<file path="config.mk">
export PLATFORM = sky130hd
export DESIGN_NAME = rrf_flags_top
export DESIGN_NICKNAME = d
export VERILOG_FILES = /design/src/rrf_pkg.sv /design/src/rrf_bit_shifter.sv /design/src/rrf_flags_top.sv /design/src/rrf_req_decode.sv
export SDC_FILE = /design/constraint.sdc
export NUM_CORES = 1
export LEC_CHECK = 0
export ABC_AREA = 1
export BUFFER_PORTS_ARGS = -buffer_cell sky130_fd_sc_hd__buf_2
export CORE_UTILIZATION = 46
export CTS_CLUSTER_DIAMETER = 200
export DETAILED_ROUTE_END_ITERATION = 16
export GPL_TIMING_DRIVEN = 0
export PLACE_DENSITY = 0.8
export SETUP_SLACK_MARGIN = 0.05
export SLEW_MARGIN = 20
export SYNTH_ARGS = -nofsm -noshare
export SYNTH_HDL_FRONTEND = slang
export SYNTH_HIERARCHICAL = 1
export SYNTH_SLANG_ARGS = --single-unit
</file>
<file path="constraint.sdc">
create_clock -name CLK_IN -period 1.6 [get_ports CLK_IN]
set_input_delay 0.08 -clock CLK_IN [delete_from_list [all_inputs] [get_ports CLK_IN]]
set_output_delay 0.08 -clock CLK_IN [all_outputs]
set_load 0.02 [all_outputs]
</file>
<file path="src/rrf_pkg.sv">
// ************************************************************
// request / response flag layout
// ************************************************************
package rrf_pkg;

    localparam int RRF_FLAG_W = 8;

    // request flag positions (flag bit n sits at byte bit n-1)
    localparam int RQ_SUBCARRIER_POS = 0;
    localparam int RQ_DATA_RATE_POS = 1;
    localparam int RQ_INVENTORY_POS = 2;
    localparam int RQ_EXTENSION_POS = 3;
    localparam int RQ_UPPER5_POS = 4;
    localparam int RQ_UPPER6_POS = 5;
    localparam int RQ_OPTION_POS = 6;
    localparam int RQ_RESERVED_POS = 7;

    // response flag positions
    localparam int RS_ERROR_POS = 0;
    localparam int RS_EXTENSION_POS = 3;

    // reset values and codes
    localparam logic [7:0] RRF_FLAGS_RST = 8'h00;
    localparam logic [7:0] RRF_ERR_OPTION = 8'h03;
    localparam logic [7:0] RRF_ERR_NONE_GIVEN = 8'h0f;
    localparam logic [4:0] RRF_SLOTS_MANY = 5'h10;
    localparam logic [4:0] RRF_SLOTS_ONE = 5'h01;
    localparam logic [2:0] RRF_BIT_LAST = 3'h7;

    // decoded view of a request flag byte
    typedef struct packed {
        logic two_subcarriers;
        logic high_rate;
        logic inventory;
        logic select_only;
        logic addressed;
        logic option_on;
        logic family_field_present;
        logic single_slot;
        logic [4:0] slot_count;
        logic unsupported;
    } rrf_req_t;

    // serialiser states, gray along the error-response path
    typedef enum logic [1:0] {
        RRF_IDLE = 2'b00,
        RRF_FLAGS = 2'b01,
        RRF_CODE = 2'b11,
        RRF_DONE = 2'b10
    } rrf_state_t;

endpackage : rrf_pkg

</file>
<file path="src/rrf_bit_shifter.sv">
`timescale 1ns/1ps
`default_nettype none
// ************************************************************
// byte to bit shifter, lsb first
// ************************************************************
module rrf_bit_shifter
    import rrf_pkg::*;
(
    // clock and reset
    input wire logic clk_in,
    input wire logic srst_in,
    // byte side
    input wire logic load_in,
    input wire logic [7:0] byte_in,
    // bit side
    input wire logic adv_in,
    output logic bit_out,
    output logic last_out
);

    logic [7:0] sh_r;
    logic [2:0] cnt_r;

    // shift right so bit 0 leaves first
    always_ff @(posedge clk_in)
    begin
        if (srst_in)
        begin
            sh_r <= RRF_FLAGS_RST;
            cnt_r <= 3'h0;
        end
        else if (load_in)
        begin
            sh_r <= byte_in;
            cnt_r <= 3'h0;
        end
        else if (adv_in)
        begin
            sh_r <= {1'b0, sh_r[7:1]};
            cnt_r <= cnt_r + 3'h1;
        end
    end

    assign bit_out = sh_r[0];
    assign last_out = (cnt_r == RRF_BIT_LAST);

endmodule : rrf_bit_shifter
`default_nettype wire

</file>
<file path="src/rrf_flags_top.sv">
`timescale 1ns/1ps
`default_nettype none
// Behaviour
// - flag byte is eight bits, bit8 zero
// - bit3 selects meaning of bits five-eight
// - bit1 chooses one or two subcarriers
// - bit2 chooses low or high rate
// - bit5 non-inventory: execute only when selected
// - bit6 non-inventory: serial present, must match
// - bit5 inventory: family code field present
// - response: sof flags data crc eof; this block serialises only the flags byte and the error code
// - response bit1 flags error, code follows
// - response bits two to eight zero
// - bit6 inventory: one or sixteen slots
// - fields go lsb first, bytes lsb first
// - unsupported option reports error code 03h
module rrf_flags_top
    import rrf_pkg::*;
(
    // clock and reset
    input wire logic CLK_IN,
    input wire logic SRST_IN,
    // received request flag byte
    input wire logic REQ_VALID_IN,
    input wire logic [7:0] REQ_FLAGS_IN,
    // tag context
    input wire logic SELECTED_STATE_IN,
    input wire logic SERIAL_MATCH_IN,
    // decoded request, held until the next byte; EXECUTE_OUT also follows the live tag context
    output logic TWO_SUBCARRIERS_OUT,
    output logic HIGH_RATE_OUT,
    output logic INVENTORY_OUT,
    output logic SELECT_ONLY_OUT,
    output logic SERIAL_PRESENT_OUT,
    output logic OPTION_ON_OUT,
    output logic FAMILY_FIELD_PRESENT_OUT,
    output logic SLOT_COUNT_SELECT_OUT,
    output logic [4:0] SLOT_COUNT_OUT,
    output logic EXECUTE_OUT,
    output logic UNSUPPORTED_OUT,
    // response request
    input wire logic RESP_START_IN,
    input wire logic RESP_ERROR_IN,
    input wire logic [7:0] RESP_ERR_CODE_IN,
    output logic RESP_BUSY_OUT,
    // response bit stream
    input wire logic BIT_READY_IN,
    output logic BIT_VALID_OUT,
    output logic BIT_DATA_OUT,
    output logic BYTE_LAST_OUT,
    output logic RESP_DONE_OUT
);

    // ************************************************************
    // request side
    // ************************************************************
    rrf_req_t dec_w;
    rrf_req_t req_r;
    logic valid_r;

    rrf_req_decode u_dec (
        .flags_in(REQ_FLAGS_IN),
        .req_out(dec_w)
    );

    // capture so decode stays stable while the command runs
    always_ff @(posedge CLK_IN)
    begin
        if (SRST_IN)
        begin
            req_r <= '0;
            valid_r <= 1'b0;
        end
        else if (REQ_VALID_IN)
        begin
            req_r <= dec_w;
            valid_r <= 1'b1;
        end
    end

    // execution gate: select needs selected state, address needs match
    wire exec_w = valid_r & ~req_r.unsupported
        & (~req_r.select_only | SELECTED_STATE_IN)
        & (~req_r.addressed | SERIAL_MATCH_IN);

    assign TWO_SUBCARRIERS_OUT = req_r.two_subcarriers;
    assign HIGH_RATE_OUT = req_r.high_rate;
    assign INVENTORY_OUT = req_r.inventory;
    assign SELECT_ONLY_OUT = req_r.select_only;
    assign SERIAL_PRESENT_OUT = req_r.addressed;
    assign OPTION_ON_OUT = req_r.option_on;
    assign FAMILY_FIELD_PRESENT_OUT = req_r.family_field_present;
    assign SLOT_COUNT_SELECT_OUT = req_r.single_slot;
    assign SLOT_COUNT_OUT = req_r.slot_count;
    assign EXECUTE_OUT = exec_w;
    assign UNSUPPORTED_OUT = valid_r & req_r.unsupported;

    // ************************************************************
    // response side
    // ************************************************************
    rrf_state_t st_r;
    rrf_state_t st_nxt;
    logic err_r;
    logic [7:0] code_r;
    logic load_w;
    logic [7:0] load_byte_w;
    logic adv_w;
    logic last_w;
    logic bit_w;

    // only the error flag may be one; extension stays zero
    wire [7:0] resp_flags_w = {7'h00, RESP_ERROR_IN};
    // an unsupported request forces the option error code
    wire [7:0] code_sel_w = UNSUPPORTED_OUT ? RRF_ERR_OPTION : RESP_ERR_CODE_IN;

    always_ff @(posedge CLK_IN)
    begin
        if (SRST_IN)
        begin
            st_r <= RRF_IDLE;
            err_r <= 1'b0;
            code_r <= RRF_FLAGS_RST;
        end
        else
        begin
            st_r <= st_nxt;
            if (st_r == RRF_IDLE && RESP_START_IN)
            begin
                err_r <= RESP_ERROR_IN;
                code_r <= code_sel_w;
            end
        end
    end

    // flags byte first, then error code only when flagged
    always_comb
    begin
        st_nxt = st_r;
        case (st_r)
            RRF_IDLE:
            begin
                if (RESP_START_IN)
                    st_nxt = RRF_FLAGS;
            end
            RRF_FLAGS:
            begin
                if (adv_w && last_w)
                    st_nxt = err_r ? RRF_CODE : RRF_DONE;
            end
            RRF_CODE:
            begin
                if (adv_w && last_w)
                    st_nxt = RRF_DONE;
            end
            RRF_DONE:
            begin
                st_nxt = RRF_IDLE;
            end
            default:
            begin
                st_nxt = RRF_IDLE;
            end
        endcase
    end

    assign load_w = (st_r == RRF_IDLE && RESP_START_IN)
        || (st_r == RRF_FLAGS && adv_w && last_w && err_r);
    assign load_byte_w = (st_r == RRF_IDLE) ? resp_flags_w : code_r;
    assign BIT_VALID_OUT = (st_r == RRF_FLAGS) || (st_r == RRF_CODE);
    assign adv_w = BIT_VALID_OUT & BIT_READY_IN;

    rrf_bit_shifter u_sh (
        .clk_in(CLK_IN),
        .srst_in(SRST_IN),
        .load_in(load_w),
        .byte_in(load_byte_w),
        .adv_in(adv_w),
        .bit_out(bit_w),
        .last_out(last_w)
    );

    assign BIT_DATA_OUT = bit_w;
    assign BYTE_LAST_OUT = BIT_VALID_OUT & last_w;
    assign RESP_DONE_OUT = (st_r == RRF_DONE);
    assign RESP_BUSY_OUT = (st_r != RRF_IDLE);

    // ************************************************************
    // checks
    // ************************************************************
    property p_subcarrier;
        @(posedge CLK_IN) disable iff (SRST_IN)
        REQ_VALID_IN |=> (TWO_SUBCARRIERS_OUT == $past(REQ_FLAGS_IN[RQ_SUBCARRIER_POS]));
    endproperty
    a_subcarrier: assert property (p_subcarrier) else $error("subcarrier wrong");

    property p_rate;
        @(posedge CLK_IN) disable iff (SRST_IN)
        REQ_VALID_IN |=> (HIGH_RATE_OUT == $past(REQ_FLAGS_IN[RQ_DATA_RATE_POS]));
    endproperty
    a_rate: assert property (p_rate) else $error("rate wrong");

    property p_nibble;
        @(posedge CLK_IN) disable iff (SRST_IN)
        INVENTORY_OUT |-> !SELECT_ONLY_OUT && !SERIAL_PRESENT_OUT && !OPTION_ON_OUT;
    endproperty
    a_nibble: assert property (p_nibble) else $error("nibble meaning mixed");

    property p_select;
        @(posedge CLK_IN) disable iff (SRST_IN)
        (SELECT_ONLY_OUT && !SELECTED_STATE_IN) |-> !EXECUTE_OUT;
    endproperty
    a_select: assert property (p_select) else $error("executed unselected");

    property p_match;
        @(posedge CLK_IN) disable iff (SRST_IN)
        (SERIAL_PRESENT_OUT && !SERIAL_MATCH_IN) |-> !EXECUTE_OUT;
    endproperty
    a_match: assert property (p_match) else $error("executed without match");

    property p_family;
        @(posedge CLK_IN) disable iff (SRST_IN)
        REQ_VALID_IN |=> FAMILY_FIELD_PRESENT_OUT
            == $past(REQ_FLAGS_IN[RQ_INVENTORY_POS] & REQ_FLAGS_IN[RQ_UPPER5_POS]);
    endproperty
    a_family: assert property (p_family) else $error("family flag wrong");

    property p_slots;
        @(posedge CLK_IN) disable iff (SRST_IN)
        REQ_VALID_IN |=> SLOT_COUNT_OUT
            == ($past(REQ_FLAGS_IN[RQ_UPPER6_POS]) ? RRF_SLOTS_ONE : RRF_SLOTS_MANY);
    endproperty
    a_slots: assert property (p_slots) else $error("slot count wrong");

    property p_reserved;
        @(posedge CLK_IN) disable iff (SRST_IN)
        REQ_VALID_IN && REQ_FLAGS_IN[RQ_RESERVED_POS] |=> UNSUPPORTED_OUT;
    endproperty
    a_reserved: assert property (p_reserved) else $error("reserved bit accepted");

    property p_flags_byte;
        @(posedge CLK_IN) disable iff (SRST_IN)
        (st_r == RRF_IDLE && RESP_START_IN) |=>
            BIT_VALID_OUT && BIT_DATA_OUT == $past(RESP_ERROR_IN);
    endproperty
    a_flags_byte: assert property (p_flags_byte) else $error("error flag bit wrong");

    property p_zero_bits;
        @(posedge CLK_IN) disable iff (SRST_IN)
        (st_r == RRF_FLAGS && adv_w) |=> (st_r != RRF_FLAGS) || !BIT_DATA_OUT;
    endproperty
    a_zero_bits: assert property (p_zero_bits) else $error("upper response bit set");

    property p_opt_code;
        @(posedge CLK_IN) disable iff (SRST_IN)
        (st_r == RRF_IDLE && RESP_START_IN && UNSUPPORTED_OUT) |=> code_r == RRF_ERR_OPTION;
    endproperty
    a_opt_code: assert property (p_opt_code) else $error("option code wrong");

    // a refused combination must never let the command run
    property p_no_exec_unsup;
        @(posedge CLK_IN) disable iff (SRST_IN)
        UNSUPPORTED_OUT |-> !EXECUTE_OUT;
    endproperty
    a_no_exec_unsup: assert property (p_no_exec_unsup) else $error("refused request ran");

    property p_option;
        @(posedge CLK_IN) disable iff (SRST_IN)
        REQ_VALID_IN |=> OPTION_ON_OUT
            == $past(!REQ_FLAGS_IN[RQ_INVENTORY_POS] && REQ_FLAGS_IN[RQ_OPTION_POS]);
    endproperty
    a_option: assert property (p_option) else $error("option flag wrong");

    property p_resp_order;
        @(posedge CLK_IN) disable iff (SRST_IN)
        (st_r == RRF_FLAGS && BYTE_LAST_OUT && adv_w && !err_r) |=> RESP_DONE_OUT;
    endproperty
    a_resp_order: assert property (p_resp_order) else $error("clean response not ended");

    property p_code_follows;
        @(posedge CLK_IN) disable iff (SRST_IN)
        (st_r == RRF_FLAGS && BYTE_LAST_OUT && adv_w && err_r) |=>
            st_r == RRF_CODE && BIT_VALID_OUT;
    endproperty
    a_code_follows: assert property (p_code_follows) else $error("error code missing");

    // a start while busy is dropped, so the captured context must not move
    property p_busy_hold;
        @(posedge CLK_IN) disable iff (SRST_IN)
        (RESP_BUSY_OUT && RESP_START_IN) |=> $stable(err_r) && $stable(code_r);
    endproperty
    a_busy_hold: assert property (p_busy_hold) else $error("start taken while busy");

    property p_done_pulse;
        @(posedge CLK_IN) disable iff (SRST_IN)
        RESP_DONE_OUT |=> !RESP_DONE_OUT && !RESP_BUSY_OUT;
    endproperty
    a_done_pulse: assert property (p_done_pulse) else $error("done not one cycle");

    c_inventory: cover property (@(posedge CLK_IN) disable iff (SRST_IN)
        INVENTORY_OUT && SLOT_COUNT_SELECT_OUT);
    c_error_resp: cover property (@(posedge CLK_IN) disable iff (SRST_IN)
        st_r == RRF_CODE && BYTE_LAST_OUT && adv_w);
    c_clean_resp: cover property (@(posedge CLK_IN) disable iff (SRST_IN)
        RESP_DONE_OUT && !err_r);
    c_unsupported: cover property (@(posedge CLK_IN) disable iff (SRST_IN)
        UNSUPPORTED_OUT && RESP_START_IN && !RESP_BUSY_OUT);

endmodule : rrf_flags_top
`default_nettype wire

</file>
<file path="src/rrf_req_decode.sv">
`timescale 1ns/1ps
`default_nettype none
// ************************************************************
// request flag decoder, purely combinational
// ************************************************************
module rrf_req_decode
    import rrf_pkg::*;
(
    // flag byte
    input wire logic [7:0] flags_in,
    // decoded
    output rrf_req_t req_out
);

    wire inv_w = flags_in[RQ_INVENTORY_POS];
    wire b5_w = flags_in[RQ_UPPER5_POS];
    wire b6_w = flags_in[RQ_UPPER6_POS];

    // upper nibble meaning hinges on the inventory bit
    assign req_out.two_subcarriers = flags_in[RQ_SUBCARRIER_POS];
    assign req_out.high_rate = flags_in[RQ_DATA_RATE_POS];
    assign req_out.inventory = inv_w;
    assign req_out.select_only = ~inv_w & b5_w;
    assign req_out.addressed = ~inv_w & b6_w;
    assign req_out.option_on = ~inv_w & flags_in[RQ_OPTION_POS];
    assign req_out.family_field_present = inv_w & b5_w;
    assign req_out.single_slot = inv_w & b6_w;
    assign req_out.slot_count = b6_w ? RRF_SLOTS_ONE : RRF_SLOTS_MANY;
    // extension, reserved bit, option in inventory, select with address: refused
    assign req_out.unsupported = flags_in[RQ_EXTENSION_POS] | flags_in[RQ_RESERVED_POS]
        | (inv_w & flags_in[RQ_OPTION_POS]) | (~inv_w & b5_w & b6_w);

endmodule : rrf_req_decode
`default_nettype wire

</file>
# ---- After elaboration in Yosys (flattened, before gate mapping)
# Index checks and enable logic that the tools add are counted.
dict set report totals {
  ff_bits 37
  in_bits 24
  out_inout_bits 20
  word_cells 68
}
dict set report op_classes {
  add_sub_neg 1
  eq_ne 7
  n_mux 10
  bitwise_logic 22
  n_reduce_logical 12
}
# operator count
set ops {}
lappend ops {{two-way mux 8 bit} 4}
lappend ops {{bitwise AND 1 bit} 13}
lappend ops {{one-hot mux 2 bit (4 select lines)} 1}
lappend ops {{two-way mux 2 bit} 3}
lappend ops {{inequality test 2 bit (second input constant)} 3}
lappend ops {{logical AND 1 bit} 5}
lappend ops {{two-way mux 5 bit} 1}
lappend ops {{OR 1 bit} 5}
lappend ops {{== test 2 bit (second input constant)} 2}
lappend ops {{inverter 1 bit} 4}
lappend ops {{nonzero test 2 bit} 2}
lappend ops {{adder 3 x 1 -> 3 bit (second input constant)} 1}
lappend ops {{== test 3 bit (second input constant)} 1}
lappend ops {{AND reduction 3 bit} 1}
lappend ops {{== test 2 x 1 -> 1 bit (second input constant)} 1}
lappend ops {{logical NOT 2 bit} 1}
lappend ops {{logical OR 1 bit} 2}
lappend ops {{OR reduction 2 bit} 1}
lappend ops {{two-way mux 1 bit} 1}

# ---- Longest topological paths before layout
# Gate-level depths: netlist of the first run.
dict set report depth {
  ltp_word 8
  ltp_mapped 12
  ltp_nobuf 11
}

# ---- Modules after synthesis
# The synthesis of the first run kept the hierarchy.
# mod instances cells_each area_each_um2 seq_area_each_um2
set modules_own_cells {}
lappend modules_own_cells {rrf_flags_top 1 169 1158.6 520.5}
lappend modules_own_cells {rrf_bit_shifter 1 77 531.8 220.2}
lappend modules_own_cells {rrf_req_decode 1 23 115.1 0.0}

# ---- Worst setup path after synthesis of the first run
# No wires, ideal clock.
dict set report synth_path {
  path_kind {register -> register}
  start {register u_sh.cnt_r[0]}
  end {register u_sh.sh_r[0]}
  setup_ns 0.109
  arrival_time_ns 1.536
  t_required_ns 1.491
  setup_slack_ns -0.045
  stages_incl_launch_ff 13
  n_path_buf 1
  synth_period_minus_slack_ns 1.645
  path_cell_list {dfxtp_1 -> ha_1 -> ha_1 -> nand2_1 -> inv_1 -> nand2_1 -> o21ai_0 -> clkbuf_8 -> inv_2 -> nand3_1 -> nand3_1 -> nand2_1 -> inv_1}
}
dict set report synth_via {
  elab_chain_len 5
  word_cells_on_any_way 6
  cone_classes {eq/ne (1); mux (1); reduce/logical (4)}
}
# element line
set synth_rtl {}
lappend synth_rtl {{start: declaration} rrf_bit_shifter.sv:22} ;# logic [2:0] cnt_r;
lappend synth_rtl {{start signal: assignment} rrf_bit_shifter.sv:40} ;# cnt_r <= cnt_r + 3'h1;
lappend synth_rtl {{== test 3 bit *} rrf_bit_shifter.sv:45} ;# assign last_out = (cnt_r == RRF_BIT_LAST);
lappend synth_rtl {{net last_w} rrf_flags_top.sv:108} ;# logic last_w;
lappend synth_rtl {{logical AND 1 bit * (2 in series)} rrf_flags_top.sv:167} ;# || (st_r == RRF_FLAGS && adv_w && last_w && err_r);
lappend synth_rtl {{logical OR 1 bit *} rrf_flags_top.sv:167}
lappend synth_rtl {{net load_w} rrf_flags_top.sv:105} ;# logic load_w;
lappend synth_rtl {{two-way mux 8 bit or nonzero test 2 bit (tied branches)} --}
lappend synth_rtl {{end signal: assignment} rrf_bit_shifter.sv:34} ;# sh_r <= byte_in;
lappend synth_rtl {{end signal: assignment} rrf_bit_shifter.sv:39} ;# sh_r <= {1'b0, sh_r[7:1]};
lappend synth_rtl {{end: declaration} rrf_bit_shifter.sv:21} ;# logic [7:0] sh_r;
# The timed path passes the listed nets; every way through them passes the cells marked *.
# A chain may end at the register's enable or synchronous reset.

# ---- Final worst setup path of the first run
# Same ends and word-level chain as after synthesis.

==> results of run 1 <==
state kept, by name (all words and copies together), names as in the netlist:
name / count
FAMILY_FIELD_PRESENT_OUT: 1
HIGH_RATE_OUT: 1
INVENTORY_OUT: 1
OPTION_ON_OUT: 1
SELECT_ONLY_OUT: 1
SERIAL_PRESENT_OUT: 1
SLOT_COUNT_OUT: 5
SLOT_COUNT_SELECT_OUT: 1
TWO_SUBCARRIERS_OUT: 1
code_r: 8
err_r: 1
req_r: 1
st_r: 2
u_sh/cnt_r: 3
u_sh/sh_r: 8
valid_r: 1
timing repair:
item,in CTS,in global routing
endpoints found under the hold margin,0,0
endpoints found under the setup margin,11,11
resized for setup,8,5
buffers inserted,2,1
hold buffers,0,0
pin swaps,4,3
Yosys cell counts (all sizes together):
library cell | count | area share, %
xnor2 | 1 | 0.49
inv | 36 | 7.5
dfxtp | 37 | 41
o21ai | 17 | 4.7
nand3 | 10 | 2.8
nand2 | 68 | 15
a21oi | 16 | 4.4
nor2 | 57 | 13
buf | 18 | 7.7
nand3b | 1 | 0.42
clkbuf | 4 | 1.4
nor3 | 1 | 0.28
ha | 2 | 1.4
conb | 1 | 0.21
cell type report:
cell class,instances,share of cell area [%]
multi-input cells,176,36.1
clock inverters,3,0.779
plain buffers,22,7.51
well taps,48,2.67
clock buffers,5,3.06
repair buffers,44,10.7
inverters,36,6.12
flip-flops and latches,37,33.1
per-layer routing:
metal | GRT usage (%) | vias to the layer above | routed length (µm)
li1 | - | 902 | -
met2 | 31.7 | 35 | 1640
met1 | 21.0 | 739 | 1700
met4 | 5.00 | 0 | 36
met3 | 5.11 | 6 | 168
met5 | 0 | - | 0
critical path, cell delays in order, from the launching register on:
cell     delay (ps)
dfxtp_2         340
ha_4            160
ha_4            150
nand2_2          50
inv_2            40
nand2_2          60
o21ai_2          60
buf_8           140
nor2_4          170
nand2_1          80
nand3_1          70
nand2_1          50
inv_1            40
per-stage QoR:
stage | std cells | power [W] | area [µm²] | hold slack, ps | worst slack, ps
after detailed placement | 360 | 0.00142 | 2080 | 308 | -22.7
after CTS | 370 | 0.00206 | 2210 | 11.5 | 50.2
after global placement | 360 | 0.00141 | 2080 | 303 | 11.6
after global routing | 371 | 0.00217 | 2250 | 9.42 | 17.9
after floorplan | 271 | 0.00131 | 1810 | 149 | 65.8
final | 371 | 0.00205 | 2250 | 19.9 | 136
worst paths after layout:
| check | startpoint | endpoint | slack, ps | cells after the start |
|---|---|---|---|---|
| max | u_sh/cnt_r[0] | u_sh/sh_r[0] | 140 | 12 |
| min reg2reg | u_sh/sh_r[3] | u_sh/sh_r[3] | 470 | 2 |
| max reg2reg | u_sh/cnt_r[0] | u_sh/sh_r[0] | 140 | 12 |
| min | RESP_ERR_CODE_IN[3] | code_r[3] | 20 | 3 |
power groups by stage:
stage / logic, W / clock network (W) / registers, W
5_1_grt: 0.000460 / 0.000690 / 0.00102
6_report: 0.000408 / 0.000626 / 0.00101
3_5_place_dp: 0.000388 / 0 / 0.00103
3_3_place_gp: 0.000381 / 0 / 0.00103
4_1_cts: 0.000405 / 0.000646 / 0.00101
2_1_floorplan: 0.000263 / 0 / 0.00104
cell families (layout without fill, tap and decap cells):
family / count (synthesis) / in the layout
flops: 37 / 37
xor+xnor: 1 / 1
fa+ha+maj: 2 / 2
simple gates: 137 / 137
buf+inv: 58 / 110
other cells: 1 / 3
compound gates: 33 / 33
==> results.txt, run 1 <==
Portion of netlist area occupied by mux cells = 0%
Adder-cell share of the synthesized area = 1.39%
Critical path endpoint category = flip-flop
Max-Cap Viols = 0
Synth Instances = 269
Register area share after synthesis = 41.0%
CP startpoint kind = flip-flop
Largest net degree at the start of global routing = 13
FP Rows = 22
Die X = 64.7 µm
Vias = 1682
RePlAce Congestion = 0.741
Final worst-path cycle share = 91.5%
Setup Total Neg Slack = 0 ps
GRT Util Overall = 17.9%
DR iter-0 viols = 79
Synth cell types = 21
Die height = 64.7 µm
CTS max path bufs = 2
Final Max Slew Viols = 0
Drt drc = 0
CTS tree = done
Area Overhead vs Synth = 24.5%
Total grt overflow = 0
Critical-path maximum fanout = 8
Hold Fails Final Rpt = 0
Clock latency at the later pin of the worst-skew pair = 280 ps
Multi-input gate area = 812 µm²
Complex-gate fraction of the synthesized area = 9.15%
Critical Path RT = 1830 ps
Initial core utilization = 48.6%
Port buffer count = 41
RSZ-0062 raised after global routing = true
Commonest non-fill, non-tap cell in the layout = nand2_1
PwrDens = 910 nW/µm²
Final Util = 60.5%
Vias per inst = 4.53
Sequential cell area = 743 µm²
Post-synthesis xor/xnor area fraction = 0.485%
DRT Wirelength = 3550 µm
Clock Tree Root = clkbuf_8
# clock sinks = 37
Mean routed wirelength per cell = 9.56 µm
Syn_area_per_cell = 6.71 µm²
#FFs+latches synth = 37
CTS Buf Count = 5
First-pass GRT wire length = 5920 µm
Vias in the first global route = 1515
Detailed Place HPWL = 2530 µm
Final setup fails = 0
CTS HTree Levels = 2
Highest-count cells in the layout ignoring fill and taps = 65 x nand2_1, 55 x nor2_1, 44 x buf_2
Crit path arrival time = 1690 ps
Synth Warn # = 6
Crit Path Class = flip-flop to flip-flop
Pint = 0.00145 W
Main combinational cell family by area after synthesis = simple AND/OR/NAND/NOR gates
Status = finished, final reports clean
Antenna-violating nets left = 0
Proportion of layout cells with a drive suffix above 1 = 26.3%
Max frequency = 683 MHz
Filler cell count in the final layout = 362
Post-synthesis simple-gate area fraction = 31.2%
N_diodes = 0
Worst hold path type = primary input to flip-flop
Core area = 3720 µm²
Combinational Power Share = 19.9%
Psw = 0.000591 W
Net Sw Frac = 28.9%
Cell Area, Synth = 1810 µm²
IO Pins = 44
Sequential share of power = 49.5%
Min cycle time layout = 1460 ps
Drt pass-1 iters = 4
Die area = 4180 µm²
Initial antenna violation count = 0
Worst-path clk slew = 80 ps
Clock power share = 30.6%
Static leakage = 1.19 nW
VDD IR-drop max = 0.538 mV
Max Clock Skew = 8.41 ps
Layout net count = 348
No activity file was read; power rests on OpenSTA's default activity.
==> run 2, diff against run 1 <==
- PLACE_DENSITY: 0.8 -> 0.7
==> run 2 against run 1 <==
Compared with the run above: via count is 0.24% lower; clock skew is 4.6 ps lower; largest power group unchanged; critical path depth stayed put; clock power is 4.0% higher; largest cell class unchanged.
==> results.txt, run 2 (synthesis results as in run 1) <==
DR iter-0 viols = 80
Final worst-path cycle share = 93.2%
N_diodes = 0
Worst hold path type = primary input to flip-flop
Die X = 64.7 µm
Crit path arrival time = 1730 ps
Total grt overflow = 0
CTS max path bufs = 2
Setup Total Neg Slack = 0 ps
Final setup fails = 0
Post-route insts no fill = 372
Crit Path Class = flip-flop to flip-flop
Initial core utilization = 48.6%
Wire length on met3 = 152 µm
Critical Path RT = 1840 ps
IO Pins = 44
Antenna-violating nets left = 0
CTS tree = done
Met1 wire length = 1610 µm
Sequential cell area = 743 µm²
Vias in the first global route = 1578
CTS Buf Count = 5
Proportion of layout cells with a drive suffix above 1 = 26.5%
Drt pass-1 iters = 4
VDD IR-drop max = 0.546 mV
Worst-path clk slew = 70 ps
Port buffer count = 41
Clock Tree Root = clkbuf_8
Clock latency at the later pin of the worst-skew pair = 290 ps
Layout net count = 350
Min cycle time layout = 1490 ps
Max frequency = 671 MHz
Max Clock Skew = 3.84 ps
Status = finished, final reports clean
Filler cell count in the final layout = 376
Top layer in use = met4
Vias = 1678
Static leakage = 1.19 nW
Final Max Slew Viols = 0
RePlAce Congestion = 0.748
Setup WS post-layout = 109 ps
Highest-count cells in the layout ignoring fill and taps = 65 x nand2_1, 55 x nor2_1, 44 x buf_2
Area Overhead vs Synth = 24.5%
RSZ-0062 raised after global routing = true
Commonest non-fill, non-tap cell in the layout = nand2_1
Critical-path maximum fanout = 8
CP peak stage delay = 340 ps
Slowest CP cell = dfxtp_2
Hold Fails Final Rpt = 0
CTS Hold Bufs = 0
Placed Instances = 360
Max-Cap Viols = 0
CTS HTree Levels = 2
Initial antenna violation count = 0
Largest net degree at the start of global routing = 11
GRT Util Overall = 19.7%
Crit-path cells = ha_4 > ha_4 > nand2_2 > inv_2 > nand2_2 > o21ai_2 > clkbuf_8 > nor2_4 > nand2_1 > nand3_1 > nand2_1 > inv_1
Detailed Place HPWL = 2570 µm
PwrDens = 920 nW/µm²
Core area = 3720 µm²
CP startpoint kind = flip-flop
Die area = 4180 µm²
Drt drc = 0
Pre-CTS WS = -48.6 ps
Vias per inst = 4.51
Worst Hold Margin = 8.48 ps
Critical path endpoint category = flip-flop
Mean routed wirelength per cell = 9.64 µm
Multi-input gate area = 815 µm²
First-pass GRT wire length = 6380 µm
Met2 wire len = 1770 µm
Die height = 64.7 µm
# clock sinks = 37
DRT Wirelength = 3590 µm
FP Rows = 22
-- run 2: cell types whose count changed in the layout (fill, tap and decap cells not counted), sizes merged --
cell / delta
clkbuf: +4
clkinv: -2
clkinvlp: -1
-- run 2: metrics by stage --
step	total power [W]	util, %	cell area, µm²
final	0.00207	60.5	2250
after global routing	0.00218	60.5	2250
after CTS	0.00209	60.2	2240
after detailed placement	0.00142	55.9	2080
after global placement	0.00141	55.9	2080
after floorplan	0.00131	-	1810
-- run 2: worst max-delay path, delay by kind of cell (launching register included) --
kind	cells	cell delay, ps
compound gates	1	60
fa+ha+maj	2	310
buf+inv	3	240
flops	1	340
simple gates	6	490
-- run 2: layout make-up --
class / count / area share, %
timing repair buffer: 46 / 10.8
sequential: 37 / 33.1
buffer: 22 / 7.29
inverter: 36 / 6.12
multi-input combinational: 176 / 36.2
clock buffer: 7 / 3.84
tap: 48 / 2.67
-- run 2: worst paths after layout --
| path | cells past startpoint | end | slack [ps] | startpoint |
|---|---|---|---|---|
| max | 12 | u_sh/sh_r[6] | 110 | u_sh/cnt_r[1] |
| min | 3 | HIGH_RATE_OUT | 8 | REQ_FLAGS_IN[1] |
| max reg2reg | 12 | u_sh/sh_r[6] | 110 | u_sh/cnt_r[1] |
| min reg2reg | 2 | u_sh/sh_r[1] | 460 | u_sh/sh_r[1] |
-- run 2: power by group --
part / switching (W) / total, W / leakage, nW / internal [W]
combinational: 0.000238 / 0.000407 / 0.840 / 0.000169
sequential: 0.0000272 / 0.00101 / 0.306 / 0.000984
clock: 0.000309 / 0.000651 / 0.0443 / 0.000341
total: 0.000574 / 0.00207 / 1.19 / 0.00149
-- run 2: metal layers --
layer | vias to the layer above | track usage (%)
li1 | 904 | -
met1 | 729 | 22.0
met2 | 40 | 35.7
met3 | 5 | 4.23
met4 | 0 | 8.33
met5 | - | 0
-- run 2: what timing repair did --
item / 4_1_cts / 5_1_grt
pin swaps: 5 / 9
setup endpoints to repair: 11 / 8
buffers inserted: 4 / 0
cloned: 1 / 0
gates resized for setup: 9 / 3
